[src/hdl/edhd_consts.svh]
`ifndef EDHD_CONSTS_SVH
`define EDHD_CONSTS_SVH

// Register subaddresses
`define EDHD_ADDR_MODE1     8'h30
`define EDHD_ADDR_MODE2     8'h31
`define EDHD_ADDR_MODE3     8'h32

// Reset values
`define EDHD_RST_MODE1      8'h00
`define EDHD_RST_MODE2      8'h00
`define EDHD_RST_MODE3      3'h0
`define EDHD_RD_NONE        8'h00

// Mode register 1 fields
`define EDHD_STD_LSB        0
`define EDHD_STD_MSB        1
`define EDHD_SYNC_BIT       2
`define EDHD_MODE_LSB       3
`define EDHD_MODE_MSB       7

// Mode register 2 fields
`define EDHD_PDV_BIT        0
`define EDHD_RSV2_BIT       1
`define EDHD_TPEN_BIT       2
`define EDHD_TPTYPE_BIT     3
`define EDHD_VBI_BIT        4
`define EDHD_USL_LSB        5
`define EDHD_USL_MSB        6
`define EDHD_SHARP_BIT      7

// Mode register 3 fields
`define EDHD_YDLY_LSB       0
`define EDHD_YDLY_MSB       2
`define EDHD_YDLY_LAST      3'h3
`define EDHD_YDLY_SEL_LAST  2'h3

// Output standard codes
`define EDHD_STD_770_23     2'h0
`define EDHD_STD_770_1      2'h1
`define EDHD_STD_FULL       2'h2

// Test pattern levels and grid
`define EDHD_TP_WHITE       10'h3ac
`define EDHD_TP_BLACK       10'h040
`define EDHD_TP_FLAT        10'h1f4
`define EDHD_TP_CHROMA      10'h200
`define EDHD_TP_GRID        4'h0

`endif

[src/hdl/edhd_pkg.sv]
package edhd_pkg;

    typedef enum logic [2:0] {
        LVL_EIA770_2,
        LVL_EIA770_3,
        LVL_EIA770_1,
        LVL_FULL,
        LVL_RSVD
    } level_t;

    typedef enum logic [3:0] {
        FMT_525P,
        FMT_NONSTD,
        FMT_625P,
        FMT_720P,
        FMT_1035I,
        FMT_1080I,
        FMT_1080P,
        FMT_1080PSF,
        FMT_RSVD
    } fmt_t;

endpackage

[src/hdl/edhd_luma_delay.sv]
`timescale 1ns/1ps

module edhd_luma_delay #(
    parameter int W     = 10,
    parameter int DEPTH = 4
) (
    input  wire logic                     mclk_i,
    input  wire logic                     rstn_i,
    input  wire logic [W-1:0]             din_i,
    input  wire logic [$clog2(DEPTH)-1:0] sel_i,
    output logic      [W-1:0]             dout_o
);

    logic [W-1:0] taps_q [DEPTH];
    logic [W-1:0] taps_d [DEPTH];

    // Shift chain, one stage per tap
    for (genvar i = 0; i < DEPTH; i++)
    begin : g_tap
        if (i == 0)
        begin : g_head
            always_comb
            begin
                taps_d[i] = din_i;
            end
        end
        else
        begin : g_link
            always_comb
            begin
                taps_d[i] = taps_q[i-1];
            end
        end
    end

    always_ff @(posedge mclk_i or negedge rstn_i)
    begin
        if (!rstn_i)
        begin
            for (int k = 0; k < DEPTH; k++)
            begin
                taps_q[k] <= '0;
            end
        end
        else
        begin
            for (int k = 0; k < DEPTH; k++)
            begin
                taps_q[k] <= taps_d[k];
            end
        end
    end

    assign dout_o = taps_q[sel_i];

endmodule

[src/hdl/edhd_mode_config_registers.sv]
`timescale 1ns/1ps
`include "edhd_consts.svh"

module edhd_mode_config_registers
    import edhd_pkg::*;
#(
    parameter int W     = 10,
    parameter int DEPTH = 4
) (
    input  wire logic         mclk_i,
    input  wire logic         rstn_i,
    input  wire logic         reg_wr_i,
    input  wire logic         reg_rd_i,
    input  wire logic [7:0]   reg_addr_i,
    input  wire logic [7:0]   reg_wdata_i,
    output logic      [7:0]   reg_rdata_o,
    input  wire logic         hsync_pin_i,
    input  wire logic         vsync_pin_i,
    input  wire logic         field_pin_i,
    input  wire logic [W-1:0] y_pin_i,
    input  wire logic [W-1:0] c_pin_i,
    input  wire logic         emb_hsync_i,
    input  wire logic         emb_vref_i,
    input  wire logic         vsync_field_sel_i,
    output logic [W-1:0]      y_o,
    output logic [W-1:0]      c_o,
    output logic              hsync_o,
    output logic              vref_o,
    output level_t            level_o,
    output fmt_t              fmt_o,
    output logic              fmt_rsvd_o,
    output logic              pdv_en_o,
    output logic              vbi_open_o,
    output logic [1:0]        undershoot_o,
    output logic              sharpness_o
);

    logic [7:0]   mode1_q, mode1_d;
    logic [7:0]   mode2_q, mode2_d;
    logic [2:0]   ydly_q, ydly_d;
    logic [7:0]   rdata_q, rdata_d;
    logic         hs1_q, hs2_q, vs1_q, vs2_q, fl1_q, fl2_q;
    logic [W-1:0] y1_q, y2_q, c1_q, c2_q;
    logic [10:0]  pix_q, pix_d, line_q, line_d;
    logic         hs_prev_q, hs_prev_d;
    logic [W-1:0] cdl_q, cdl_d, c_q, c_d, y_q, y_d;
    logic         hsdl_q, hsdl_d, hs_q, hs_d, vrdl_q, vrdl_d, vr_q, vr_d;
    logic         hs_sel, vr_sel, hs_fall, tp_en, tp_type, hd;
    logic [W-1:0] tp_y, y_src, y_dly;
    logic [4:0]   mode;
    logic [1:0]   dly_sel;

    // Register group
    always_comb
    begin
        mode1_d = mode1_q;
        mode2_d = mode2_q;
        ydly_d  = ydly_q;
        rdata_d = rdata_q;
        if (reg_wr_i)
        begin
            case (reg_addr_i)
                `EDHD_ADDR_MODE1: mode1_d = reg_wdata_i;
                `EDHD_ADDR_MODE2:
                begin
                    mode2_d = reg_wdata_i;
                    mode2_d[`EDHD_RSV2_BIT] = 1'b0;
                end
                `EDHD_ADDR_MODE3: ydly_d = reg_wdata_i[`EDHD_YDLY_MSB:`EDHD_YDLY_LSB];
                default: ;
            endcase
        end
        if (reg_rd_i)
        begin
            case (reg_addr_i)
                `EDHD_ADDR_MODE1: rdata_d = mode1_q;
                `EDHD_ADDR_MODE2: rdata_d = mode2_q;
                `EDHD_ADDR_MODE3: rdata_d = {5'h00, ydly_q};
                default:          rdata_d = `EDHD_RD_NONE;
            endcase
        end
    end

    always_ff @(posedge mclk_i or negedge rstn_i)
    begin
        if (!rstn_i)
        begin
            mode1_q <= `EDHD_RST_MODE1;
            mode2_q <= `EDHD_RST_MODE2;
            ydly_q  <= `EDHD_RST_MODE3;
            rdata_q <= `EDHD_RD_NONE;
        end
        else
        begin
            mode1_q <= mode1_d;
            mode2_q <= mode2_d;
            ydly_q  <= ydly_d;
            rdata_q <= rdata_d;
        end
    end

    // Field decode
    assign mode         = mode1_q[`EDHD_MODE_MSB:`EDHD_MODE_LSB];
    assign pdv_en_o     = mode2_q[`EDHD_PDV_BIT];
    assign tp_en        = mode2_q[`EDHD_TPEN_BIT];
    assign tp_type      = mode2_q[`EDHD_TPTYPE_BIT];
    assign vbi_open_o   = mode2_q[`EDHD_VBI_BIT];
    assign undershoot_o = mode2_q[`EDHD_USL_MSB:`EDHD_USL_LSB];
    assign sharpness_o  = mode2_q[`EDHD_SHARP_BIT];
    assign reg_rdata_o  = rdata_q;
    assign fmt_rsvd_o   = (fmt_o == FMT_RSVD);
    assign hd = (fmt_o == FMT_720P) || (fmt_o == FMT_1035I) || (fmt_o == FMT_1080I)
             || (fmt_o == FMT_1080P) || (fmt_o == FMT_1080PSF);

    always_comb
    begin
        case (mode)
            5'h00, 5'h02:        fmt_o = FMT_525P;
            5'h01:               fmt_o = FMT_NONSTD;
            5'h03, 5'h04:        fmt_o = FMT_625P;
            5'h05, 5'h06, 5'h07,
            5'h08, 5'h09:        fmt_o = FMT_720P;
            5'h0a:               fmt_o = FMT_1035I;
            5'h0d, 5'h0e:        fmt_o = FMT_1080I;
            5'h0f, 5'h10, 5'h11: fmt_o = FMT_1080P;
            5'h12:               fmt_o = FMT_1080PSF;
            default:             fmt_o = FMT_RSVD;
        endcase
    end

    always_comb
    begin
        case (mode1_q[`EDHD_STD_MSB:`EDHD_STD_LSB])
            `EDHD_STD_770_23: level_o = hd ? LVL_EIA770_3 : LVL_EIA770_2;
            `EDHD_STD_770_1:  level_o = LVL_EIA770_1;
            `EDHD_STD_FULL:   level_o = LVL_FULL;
            default:          level_o = LVL_RSVD;
        endcase
    end

    // Pin synchronisers
    always_ff @(posedge mclk_i or negedge rstn_i)
    begin
        if (!rstn_i)
        begin
            {hs1_q, hs2_q, vs1_q, vs2_q, fl1_q, fl2_q} <= 6'h00;
            {y1_q, y2_q, c1_q, c2_q} <= '0;
        end
        else
        begin
            {hs1_q, vs1_q, fl1_q} <= {hsync_pin_i, vsync_pin_i, field_pin_i};
            {hs2_q, vs2_q, fl2_q} <= {hs1_q, vs1_q, fl1_q};
            {y1_q, c1_q} <= {y_pin_i, c_pin_i};
            {y2_q, c2_q} <= {y1_q, c1_q};
        end
    end

    // Sync source and pattern
    assign hs_sel  = mode1_q[`EDHD_SYNC_BIT] ? emb_hsync_i : hs2_q;
    assign vr_sel  = mode1_q[`EDHD_SYNC_BIT] ? emb_vref_i
                   : (vsync_field_sel_i ? vs2_q : fl2_q);
    assign hs_fall = hs_prev_q && !hs_sel;
    assign tp_y    = tp_type ? `EDHD_TP_FLAT
                   : ((pix_q[3:0] == `EDHD_TP_GRID) || (line_q[3:0] == `EDHD_TP_GRID))
                     ? `EDHD_TP_WHITE : `EDHD_TP_BLACK;
    assign y_src   = tp_en ? tp_y : y2_q;
    assign dly_sel = (ydly_q > `EDHD_YDLY_LAST) ? `EDHD_YDLY_SEL_LAST : ydly_q[1:0];

    edhd_luma_delay #(
        .W     (W),
        .DEPTH (DEPTH)
    ) u_luma_delay (
        .mclk_i (mclk_i),
        .rstn_i (rstn_i),
        .din_i  (y_src),
        .sel_i  (dly_sel),
        .dout_o (y_dly)
    );

    // Video group
    always_comb
    begin
        hs_prev_d = hs_sel;
        pix_d     = hs_fall ? 11'h000 : pix_q + 11'h001;
        line_d    = hs_fall ? line_q + 11'h001 : line_q;
        cdl_d     = tp_en ? `EDHD_TP_CHROMA : c2_q;
        c_d       = cdl_q;
        hsdl_d    = hs_sel;
        hs_d      = hsdl_q;
        vrdl_d    = vr_sel;
        vr_d      = vrdl_q;
        y_d       = y_dly;
    end

    always_ff @(posedge mclk_i or negedge rstn_i)
    begin
        if (!rstn_i)
        begin
            hs_prev_q <= 1'b0;
            pix_q     <= 11'h000;
            line_q    <= 11'h000;
            cdl_q     <= '0;
            c_q       <= '0;
            hsdl_q    <= 1'b0;
            hs_q      <= 1'b0;
            vrdl_q    <= 1'b0;
            vr_q      <= 1'b0;
            y_q       <= '0;
        end
        else
        begin
            hs_prev_q <= hs_prev_d;
            pix_q     <= pix_d;
            line_q    <= line_d;
            cdl_q     <= cdl_d;
            c_q       <= c_d;
            hsdl_q    <= hsdl_d;
            hs_q      <= hs_d;
            vrdl_q    <= vrdl_d;
            vr_q      <= vr_d;
            y_q       <= y_d;
        end
    end

    assign y_o     = y_q;
    assign c_o     = c_q;
    assign hsync_o = hs_q;
    assign vref_o  = vr_q;

    a_mode1_write: assert property (@(posedge mclk_i) disable iff (!rstn_i)
        reg_wr_i && reg_addr_i == `EDHD_ADDR_MODE1 |=> mode1_q == $past(reg_wdata_i))
        else $error("mode register 1 did not take write");
    a_level_full: assert property (@(posedge mclk_i) disable iff (!rstn_i)
        mode1_q[`EDHD_STD_MSB:`EDHD_STD_LSB] == `EDHD_STD_FULL |-> level_o == LVL_FULL)
        else $error("full range level not selected");
    a_sync_embedded: assert property (@(posedge mclk_i) disable iff (!rstn_i)
        mode1_q[`EDHD_SYNC_BIT] && $stable(mode1_q) |-> ##2 hsync_o == $past(emb_hsync_i, 2))
        else $error("embedded hsync not used");
    a_vref_pins: assert property (@(posedge mclk_i) disable iff (!rstn_i)
        !mode1_q[`EDHD_SYNC_BIT] && !vsync_field_sel_i ##1 !mode1_q[`EDHD_SYNC_BIT]
        |=> vref_o == $past(fl2_q, 2))
        else $error("field pin not routed to vref");
    a_pdv_write: assert property (@(posedge mclk_i) disable iff (!rstn_i)
        reg_wr_i && reg_addr_i == `EDHD_ADDR_MODE2 |=> pdv_en_o == $past(reg_wdata_i[0]))
        else $error("pixel data valid bit wrong");
    a_video_pass: assert property (@(posedge mclk_i) disable iff (!rstn_i)
        (!tp_en && ydly_q == 3'h0) [*3] |-> y_o == $past(y2_q, 2))
        else $error("input video not passed through");
    a_tp_flat: assert property (@(posedge mclk_i) disable iff (!rstn_i)
        tp_en && tp_type |-> y_src == `EDHD_TP_FLAT)
        else $error("flat pattern level wrong");
    a_tp_hatch: assert property (@(posedge mclk_i) disable iff (!rstn_i)
        tp_en && !tp_type && pix_q[3:0] == `EDHD_TP_GRID |-> y_src == `EDHD_TP_WHITE)
        else $error("hatch line missing");
    a_luma_delay3: assert property (@(posedge mclk_i) disable iff (!rstn_i)
        (ydly_q == 3'h3) [*6] |-> y_o == $past(y_src, 5))
        else $error("luma delay of three not applied");
    a_fmt_reserved: assert property (@(posedge mclk_i) disable iff (!rstn_i)
        mode == 5'h0b || mode == 5'h13 |-> fmt_rsvd_o)
        else $error("reserved input mode not flagged");
    a_unmapped_read: assert property (@(posedge mclk_i) disable iff (!rstn_i)
        reg_rd_i && reg_addr_i > `EDHD_ADDR_MODE3 |=> reg_rdata_o == 8'h00)
        else $error("unmapped read not zero");

endmodule

[config.mk]
export PLATFORM = sky130hd
export DESIGN_NAME = edhd_mode_config_registers
export DESIGN_NICKNAME = d
export VERILOG_FILES = /design/src/hdl/edhd_pkg.sv /design/src/hdl/edhd_luma_delay.sv /design/src/hdl/edhd_mode_config_registers.sv
export VERILOG_INCLUDE_DIRS = /design/src /design/src/hdl
export SDC_FILE = /design/constraint.sdc
export NUM_CORES = 1
export LEC_CHECK = 0
export BUFFER_PORTS_ARGS = -buffer_cell sky130_fd_sc_hd__clkbuf_2
export CORE_ASPECT_RATIO = 2
export CORE_MARGIN = 2
export CORE_UTILIZATION = 54
export CTS_CLUSTER_DIAMETER = 40
export DETAILED_ROUTE_END_ITERATION = 6
export PLACE_DENSITY = 0.77
export SLEW_MARGIN = 20
export SYNTH_ARGS = -nofsm -noshare
export SYNTH_HDL_FRONTEND = slang
export SYNTH_SLANG_ARGS = --single-unit
export TNS_END_PERCENT = 30
[constraint.sdc]
create_clock -name mclk_i -period 2.1 [get_ports mclk_i]
set_input_delay 0.21 -clock mclk_i [delete_from_list [all_inputs] [get_ports mclk_i]]
set_output_delay 0.21 -clock mclk_i [all_outputs]
set_load 0.005 [all_outputs]
# Word-level counts from Yosys, hierarchy flattened
# Memories as Yosys holds them, arrays and structs flattened.
# Index checks and enable logic that the tools add are counted.
[word_totals]
elab_cells = 72
out_inout_bits = 43
regBits = 168
in_bits = 46
rom_bits = 128
memories = 1
[memory_table]
columns = ["memory", "depth", "width", "rd", "rd_clocked_by_memory_dff", "write_ports", "line", "text"]
rows = [
  ["(no name shown)", 32, 4, 1, 0, 0, "edhd_mode_config_registers.sv:117", "case (mode)"],
]
[classes]
bitwise_logic = 1
order_cmp = 2
n_mux = 15
n_reduce_logical = 13
n_eq_ne = 11
add_sub_neg = 2
[op_table]
columns = ["op", "n"]
rows = [
  ["10-bit 2-to-1 mux", 6],
  ["8-bit by 6-bit == test with 1-bit output, second input constant", 3],
  ["8-bit one-hot mux with 3 select lines", 1],
  ["11-bit by 1-bit adder with 11-bit output, second input constant", 2],
  ["10-bit binary-select mux with 2-bit select", 1],
  ["4-bit by 3-bit == test with 1-bit output, second input constant", 4],
  ["11-bit 2-to-1 mux", 1],
  ["3-bit one-hot mux with 3 select lines", 1],
  ["4-bit zero test", 2],
  ["2-bit AND reduction", 3],
  ["1-bit logical OR", 5],
  ["4-bit by 2-bit == test with 1-bit output, second input constant", 1],
  ["4-bit == test, second input constant", 1],
  ["1-bit 2-to-1 mux", 4],
  ["3-bit >= comparator, second input constant", 1],
  ["3-bit by 2-bit > comparator with 1-bit output, second input constant", 1],
  ["2-bit NOT with 3-bit output", 1],
  ["2-bit by 1-bit == test with 1-bit output, second input constant", 1],
  ["2-bit == test, second input constant", 1],
  ["2-bit zero test", 1],
  ["2-bit 2-to-1 mux", 1],
  ["1-bit logical AND", 1],
  ["1-bit zero test", 1],
]

# Longest topological paths before layout
# Gate-level depths: netlist (run 1).
# An unclocked memory read counts as a cell.
[depth]
ltp_word = 8
ltp_mapped = 7
ltp_nobuf = 6

# Cells and area by module
# From an unflattened synthesis (run 1), not the netlist that was laid out.
[unflattened]
hier_cells = 340
hier_area_um2 = 5312.6
[by_module_without_submodules]
columns = ["mod", "instances", "cells_per_inst", "seq_area_each_um2", "area_per_inst_um2"]
rows = [
  ["edhd_mode_config_registers", 1, 288, 2852.7, 4070.2],
  ["edhd_luma_delay", 1, 52, 1001.0, 1242.4],
]

# Worst setup path after synthesis (run 1)
# OpenSTA, ideal clock, no wires.
[synth_timing]
path_kind = "reg-to-output"
start = "register mode1_q[3]"
end = "output level_o[0]"
path_stages_with_launch = 7
setup_slack_ns = 0.139
n_path_buf = 1
arrival_ns = 1.751
path_cell_list = "dfrtp_1 > ha_1 > clkbuf_2 > or4b_1 > o21ai_0 > a21oi_1 > o32ai_1"
[synth_via]
elab_chain_len = 8
[synth_rtl]
columns = ["element", "line", "text"]
rows = [
  ["start: declaration", "edhd_mode_config_registers.sv:38", "logic [7:0] mode1_q, mode1_d;"],
  ["start signal: assignment", "edhd_mode_config_registers.sv:88", "mode1_q <= `EDHD_RST_MODE1;"],
  ["start signal: assignment", "edhd_mode_config_registers.sv:95", "mode1_q <= mode1_d;"],
  ["memory 32 x 4 bit (*)", "--", ""],
  ["via fmt_o[2]", "edhd_mode_config_registers.sv:30", "output fmt_t fmt_o,"],
  ["4-bit by 2-bit == test with 1-bit output / 4-bit by 3-bit == test with 1-bit output (equally long branches)", "edhd_mode_config_registers.sv:112", "assign hd = (fmt_o == FMT_720P) || (fmt_o == FMT_1035I) || (fmt_o == FMT_1080I)"],
  ["1-bit logical OR (2 in series)", "edhd_mode_config_registers.sv:112", ""],
  ["1-bit logical OR", "edhd_mode_config_registers.sv:113", "|| (fmt_o == FMT_1080P) || (fmt_o == FMT_1080PSF);"],
  ["1-bit logical OR (*)", "edhd_mode_config_registers.sv:113", ""],
  ["1-bit 2-to-1 mux (*)", "edhd_mode_config_registers.sv:134", "`EDHD_STD_770_23: level_o = hd ? LVL_EIA770_3 : LVL_EIA770_2;"],
  ["3-bit one-hot mux with 3 select lines (*)", "edhd_mode_config_registers.sv:133", "case (mode1_q[`EDHD_STD_MSB:`EDHD_STD_LSB])"],
  ["end: declaration", "edhd_mode_config_registers.sv:29", "output level_t level_o,"],
]
# Mark *: on every way through the listed nets, which the timed path passes. The rest lies on a longest branch.

# Worst setup path in the final report (run 1)
[layout_timing]
start = "register mode1_q[4]"
end = "output level_o[0]"
[layout_via]
elab_chain_len = 8
[layout_rtl]
columns = ["element", "line"]
rows = [
  ["memory 32 x 4 bit (*)", "--"],
  ["4-bit by 2-bit == test with 1-bit output / 4-bit by 3-bit == test with 1-bit output (equally long branches)", "edhd_mode_config_registers.sv:112"],
  ["1-bit logical OR (2 in series)", "edhd_mode_config_registers.sv:112"],
  ["1-bit logical OR", "edhd_mode_config_registers.sv:113"],
  ["1-bit logical OR (*)", "edhd_mode_config_registers.sv:113"],
  ["1-bit 2-to-1 mux (*)", "edhd_mode_config_registers.sv:134"],
  ["3-bit one-hot mux with 3 select lines (*)", "edhd_mode_config_registers.sv:133"],
]
# Every way passes the cells marked *; elsewhere a longest branch is shown, timed or not.

==> key figures, run 1 <==
Outcome
  • Status: finished, violations left
  • Violated checks: negative setup slack

Setup path
  • Startpoint Class: flip-flop
  • Crit-path max FO: 5
  • FF-to-FF path depth: 4
  • Setup CP Type: reg2out
  • Req. time, crit path: about 1.9 ns
  • CP endpoint kind: primary output
  • Critical Path AT: 2.12 ns

Layout
  • Share of cells above drive strength 1: a little under a third
  • Post-route cell area: slightly below 0.007 mm²
  • Final nets: 558
  • Ant diodes: 0
  • Layout area overhead: 29.1%
  • Fill count: 659

Die
  • I/O pin total: 89
  • Initial Utilization: a little under three fifths
  • Row count: about 50
  • Die area: between 0.01 and 0.015 mm²
  • Die Height: between 100 and 150 µm
  • Die Wd: 74.4 µm
  • Core area: 0.00970 mm²

Global routing
  • GRT met3 Usage: 6.23%
  • Initial antenna violation count: 0
  • Met2 GRT Util: 36.7%
  • Pin count of the biggest net entering global routing: 58
  • Global-route wire length before repair: about 16000 µm
  • Busiest layer in global routing: met2
  • Number of global-route vias before repair: 3465
  • Met1 GRT Util: 21.8%
  • Grt ovf: 0
  • Total GRT Usage: 20.9%

STA
  • Worst setup margin: -0.228 ns
  • RSZ-0062 raised after global routing: yes
  • Slew margin rel.: 49.6%
  • Final Hold Fails: 0
  • Tmin final: 2.33 ns
  • Worst Tran Pin Value: approximately 0.76 ns
  • Layout Skew: 0.00913 ns
  • Final Max Tran Viols: 0
  • Period utilization: 111%
  • F_max: ~0.43 GHz
  • Final Setup Violations: 2

Route
  • ANT nets after route: 0
  • Vias per cell: 4.97
  • Drt drc: 0
  • Final WL: 10100 µm
  • DR iter-0 viols: 117
  • DR pass1 iterations: 4
  • Vias: 3218
  • Routed len/inst: around 16 µm

Synth
  • Distinct cells, synth: 40
  • Mapped Area: 0.00535 mm²
  • Post-synth EDFFs: 0
  • Async SR Flop Fraction: 100%
  • Avg Cell Area, Syn: approximately 14 µm²
  • Top_reg_cell synth: dfrtp_1
  • Syn Inst Count: 380
  • Synthesized flop and latch total: approximately 150
  • Seq/Total Area, Yosys: 72.1%
  • Yosys warnings: 0
  • Syn nets: approximately 440

Flow run
  • Max_cap viols: 0

Place
  • Post-place setup slack: around 0.09 ns
  • Port bufs: 88
  • Final GP Congestion: 0.787
  • DP Wirelength: 6410 µm
  • Cell Area, Placed: approximately 0.0060 mm²

Clocking
  • Post-CTS setup buffer count: 0
  • CTS Buf Count: 17
  • CTS tree: yes
  • Clock transition at the registers of the reported paths: 0.06 ns
  • Htree depth: 4
  • CTS Sinks: 154
  • CTS Root Buffer Type: clkbuf_16
  • Clock Tree Buf Depth: 2
  • Worst skew pair latency: 0.42 ns

Worst hold path
  • Worst Hold Depth: 3
  • Min-delay worst type: in2reg

Power
  • Leakage: 0.00332 µW
  • Maximum VDD drop: approximately 0.0011 V
  • Pwr Density: 1040 mW/mm²
[cells in the final DEF, fill, tap and decap left out, types with 3 or more instances in the layout]
cell,instances
a21oi_1,14
buf_4,9
bufinv_16,3
clkbuf_16,17
clkbuf_2,86
dfrtp_1,153
dlygate4sd3_1,24
ha_1,7
inv_1,21
inv_6,5
inv_8,4
mux2_2,20
mux2i_1,21
nand2_1,16
nand3b_1,3
nor2_1,21
nor2b_1,16
nor3_1,3
o21ai_0,22
o22ai_1,7
xnor2_1,4
[metrics by stage]
stage | utilization (%) | TNS [ns] | total power (µW) | std cells | hold slack, ns
3_5_place_dp | 61.7 | 0 | 3940 | 592 | 0.187
2_1_floorplan | - | 0 | 3660 | 380 | -0.0856
6_report | 71.2 | -0.331 | 7160 | 648 | 0.0237
4_1_cts | 70.9 | -0.456 | 7210 | 648 | 0.00802
3_3_place_gp | 61.7 | 0 | 3890 | 592 | 0.181
5_1_grt | 71.2 | -0.489 | 7440 | 648 | 0.0451
[area by class of cell]
type,count,area [µm²],area share [%]
inverters,22,82.6,1.20
clock buffers,18,439,6.36
multi-input cells,185,1370,19.9
clock inverters,14,196,2.84
flip-flops and latches,154,3850,55.8
well taps,132,165,2.39
repair buffers,123,795,11.5
[worst max-delay path: stages, from the launching register on]
cell and delay [ns]:
dfrtp_1 0.43, ha_4 0.20, buf_4 0.15, o21a_1 0.17, o22a_1 0.21, nand3b_1 0.19, o32ai_2 0.21, buf_2 0.15
[cell usage after synthesis, types with 2 or more instances]
library cell  number  area, µm²
a21oi_1           14       70.1
and2_1             2       12.5
and3b_1            2       17.5
buf_2              3       15.0
buf_4              2       15.0
clkbuf_1          13       48.8
dfrtp_1          154       3850
ha_1               9        113
inv_1             22       82.6
mux2_2            21        236
mux2i_1           21        210
nand2_1           16       60.1
nand3_1            2       10.0
nand3b_1           3       22.5
nor2_1            21       78.8
nor2b_1           16        100
nor3_1             3       15.0
o21a_1             2       15.0
o21ai_0           23        115
o22ai_1            7       43.8
o32ai_1            2       17.5
xnor2_1            4       35.0
[cell families (layout without fill, tap and decap cells)]
kind of cell               Yosys count  count (layout)  share of synthesized area [%]
AOI/OAI and AO/OA                   53              53                           5.64
xor gates and xnor gates             5               5                          0.819
adders and majority gates            9               9                           2.11
buffers and inverters               41             177                           3.11
DFF                                154             154                           72.1
muxes                               42              42                           8.35
and+or+nand+nor                     76              76                           7.91
[flip-flops by register name, indices dropped and copies added (netlist names), 3 cells and up]
register	count
c1_q	10
c2_q	10
y_o	10
ydly_q	3
u_luma_delay.taps_d	30
reg_rdata_o	8
line_q	4
mode1_q	8
c_o	10
c_d	10
y2_q	10
pix_q	4
y1_q	10
u_luma_delay.taps_q	10
mode2_q	7
[power breakdown]
| group | total, µW | leakage, µW | switching [µW] | internal (µW) |
|---|---|---|---|---|
| combinational | 580 | 0.00114 | 294 | 286 |
| sequential | 3360 | 0.00186 | 148 | 3210 |
| clock | 3220 | 0.000314 | 1260 | 1960 |
| total | 7160 | 0.00332 | 1710 | 5450 |
[final timing paths]
path / from / end / slack, ns
max in group asynchronous: rstn_i / u_luma_delay.taps_d[22]$_DFF_PN0_ / 1.13
setup / recovery: mode1_q[4]$_DFFE_PN0P_ / level_o[0] / -0.23
hold reg to reg: c_d[7]$_DFF_PN0_ / c_o[7]$_DFF_PN0_ / 0.34
min in group asynchronous: rstn_i / reg_rdata_o[6]$_DFFE_PN0P_ / 0.29
setup reg to reg: mode1_q[2]$_DFFE_PN0P_ / line_q[3]$_DFFE_PN0P_ / 0.56
hold / removal: emb_hsync_i / hs_d$_DFF_PN0_ / 0.02
[routing by layer]
layer	vias to the layer above	share of wire (%)
met3	27	3.8
met2	84	58
li1	1513	-
met4	0	3.1
met1	1594	35
met5	-	0
[timing repair]
action,4_1_cts,5_1_grt
hold buffers,24,0
pin swaps,3,2
hold endpoints to repair,71,0
endpoints found under the setup margin,3,4
gates cloned,0,0
resized for setup,4,9
(Power assumes the default switching activity.)
==> run 2: changes to the inputs <==
--- a/config.mk
+++ b/config.mk
@@ -13,6 +13,7 @@
 export CTS_CLUSTER_DIAMETER = 40
 export DETAILED_ROUTE_END_ITERATION = 6
 export PLACE_DENSITY = 0.77
+export REMOVE_ABC_BUFFERS = 1
 export SLEW_MARGIN = 20
 export SYNTH_ARGS = -nofsm -noshare
 export SYNTH_HDL_FRONTEND = slang
==> key figures, run 2 (synthesized netlist as in run 1, its figures left out) <==
STA
  • Final Max Tran Viols: 0
  • Final Setup Violations: 3
  • Final Hold Fails: 0
  • F_max: 0.418 GHz
  • Tmin final: 2.39 ns
  • Period utilization: 114%
  • Worst setup margin: -0.295 ns
  • Final TNS setup: -0.542 ns
  • RSZ-0062 raised after global routing: yes
  • Worst Tran Pin Value: 0.646 ns
  • Layout Skew: 0.0109 ns
  • Slew margin rel.: 56.8%

Die
  • Die Wd: 74.4 µm
  • Die area: 0.0108 mm²
  • Die Height: between 100 and 150 µm
  • Initial Utilization: 55.1%
  • I/O pin total: 89
  • Row count: 51
  • Core area: 0.00970 mm²

Route
  • DR pass1 iterations: 4
  • Drt drc: 0
  • Vias: 3289
  • Final WL: 10000 µm
  • Vias per cell: 5.02
  • DR iter-0 viols: about 210
  • Routed len/inst: 15.3 µm
  • ANT nets after route: 0

Setup path
  • Req. time, crit path: 1.89 ns
  • Startpoint Class: flip-flop
  • Critical Path AT: 2.18 ns
  • CP endpoint kind: primary output
  • Crit-path max FO: 11
  • Setup CP Type: reg2out

Global routing
  • Global-route wire length before repair: ~16000 µm
  • Grt ovf: 0
  • Number of global-route vias before repair: between 3000 and 4000
  • Pin count of the biggest net entering global routing: 60
  • Total GRT Usage: just over 20%
  • Initial antenna violation count: 1

Clocking
  • CTS tree: yes
  • CTS Sinks: 154
  • Worst skew pair latency: 0.42 ns
  • Htree depth: 4
  • Clock Tree Buf Depth: 2
  • Clock transition at the registers of the reported paths: approximately 0.060 ns
  • CTS Root Buffer Type: clkbuf_16
  • CTS Buf Count: 17

Layout
  • Share of cells above drive strength 1: roughly a third
  • Most frequent cells in the layout: dfrtp_1 (152), clkbuf_2 (85), dlygate4sd3_1 (24)
  • FF/Latch Area: around 0.0039 mm²
  • Layout area overhead: 30.5%
  • Max reg flops: 30
  • Most common cell after layout, fill and taps aside: dfrtp_1
  • Multi-input logic area: approximately 0.0014 mm²
  • Final nets: 565
  • Fill count: 678

Power
  • Maximum VDD drop: 0.000928 V
  • Pwr Density: 1000 mW/mm²
  • Leakage: 0.00333 µW

Place
  • Post-place setup slack: 0.105 ns
  • Final GP Congestion: between 0.9 and 1
  • Port bufs: 88
  • DP Wirelength: 6310 µm

Flow run
  • Max_cap viols: 0

Outcome
  • Violated checks: negative setup slack
  • Status: finished, violations left

Worst hold path
  • Min-delay worst type: in2reg
-- run 2: what timing repair did --
| action | in CTS | in global routing |
|---|---|---|
| hold buffers | 24 | 0 |
| hold endpoints to repair | 79 | 0 |
| pin swaps | 5 | 5 |
| setup endpoints to repair | 4 | 5 |
| resized for setup | 13 | 16 |
| setup buffers | 5 | 0 |
-- run 2: layout make-up --
type | instances | area share [%]
Clock inverter | 12 | 1.97
Tap cell | 132 | 2.37
Multi-Input combinational cell | 185 | 20.5
Antenna cell | 1 | 0.0359
Sequential cell | 154 | 55.3
Clock buffer | 19 | 6.49
Inverter | 22 | 1.18
Timing Repair Buffer | 130 | 12.2
-- run 2: per-layer routing --
| metal | GRT usage [%] | part of all wire, % | wire (µm) | vias up |
|---|---|---|---|---|
| li1 | - | - | - | 1523 |
| met4 | 12.7 | 4.8 | 485 | 0 |
| met2 | 35.9 | 56 | 5590 | 116 |
| met1 | 21.8 | 36 | 3620 | 1608 |
| met5 | 0 | 0 | 0 | - |
| met3 | 5.33 | 3.5 | 356 | 42 |
-- run 2: metrics by stage --
step / cells / hold slack [ns] / utilization [%] / total power [µW] / instance area [µm²]
after floorplan: 361 / -0.0856 / - / 3650 / 5260
after global placement: 594 / 0.206 / 61.7 / 3880 / 5990
after detailed placement: 594 / 0.211 / 61.7 / 3940 / 5990
after CTS: 654 / 0.0271 / 71.2 / 7010 / 6910
after global routing: 655 / 0.0367 / 71.9 / 7280 / 6980
final: 655 / 0.0409 / 71.9 / 6980 / 6980
-- run 2: path summary, 6_finish.rpt --
check / startpoint / to / slack [ns] / cells past startpoint
max: mode1_q[5]$_DFFE_PN0P_ / level_o[0] / -0.29 / 6
min: emb_hsync_i / hs_d$_DFF_PN0_ / 0.04 / 3
max reg2reg: ydly_q[0]$_DFFE_PN0P_ / y_o[1]$_DFF_PN0_ / 0.61 / 5
min reg2reg: c_d[3]$_DFF_PN0_ / c_o[3]$_DFF_PN0_ / 0.34 / 0
max in group asynchronous: rstn_i / c_o[2]$_DFF_PN0_ / 0.99 / 3
min in group asynchronous: rstn_i / reg_rdata_o[7]$_DFFE_PN0P_ / 0.31 / 2
-- run 2: worst max-delay path, cell delays in order (launching register included) --
cell     delay (ns)
dfrtp_1        0.45
buf_4          0.24
and3b_1        0.22
o21ai_0        0.25
nand3_1        0.19
o32ai_2        0.27
buf_2          0.15
-- run 2: where the power goes --
| group | internal, µW | leakage (µW) | total (µW) | switching [µW] |
|---|---|---|---|---|
| clock network | 1820 | 0.000287 | 3000 | 1180 |
| logic | 304 | 0.00119 | 618 | 314 |
| registers | 3210 | 0.00186 | 3360 | 145 |
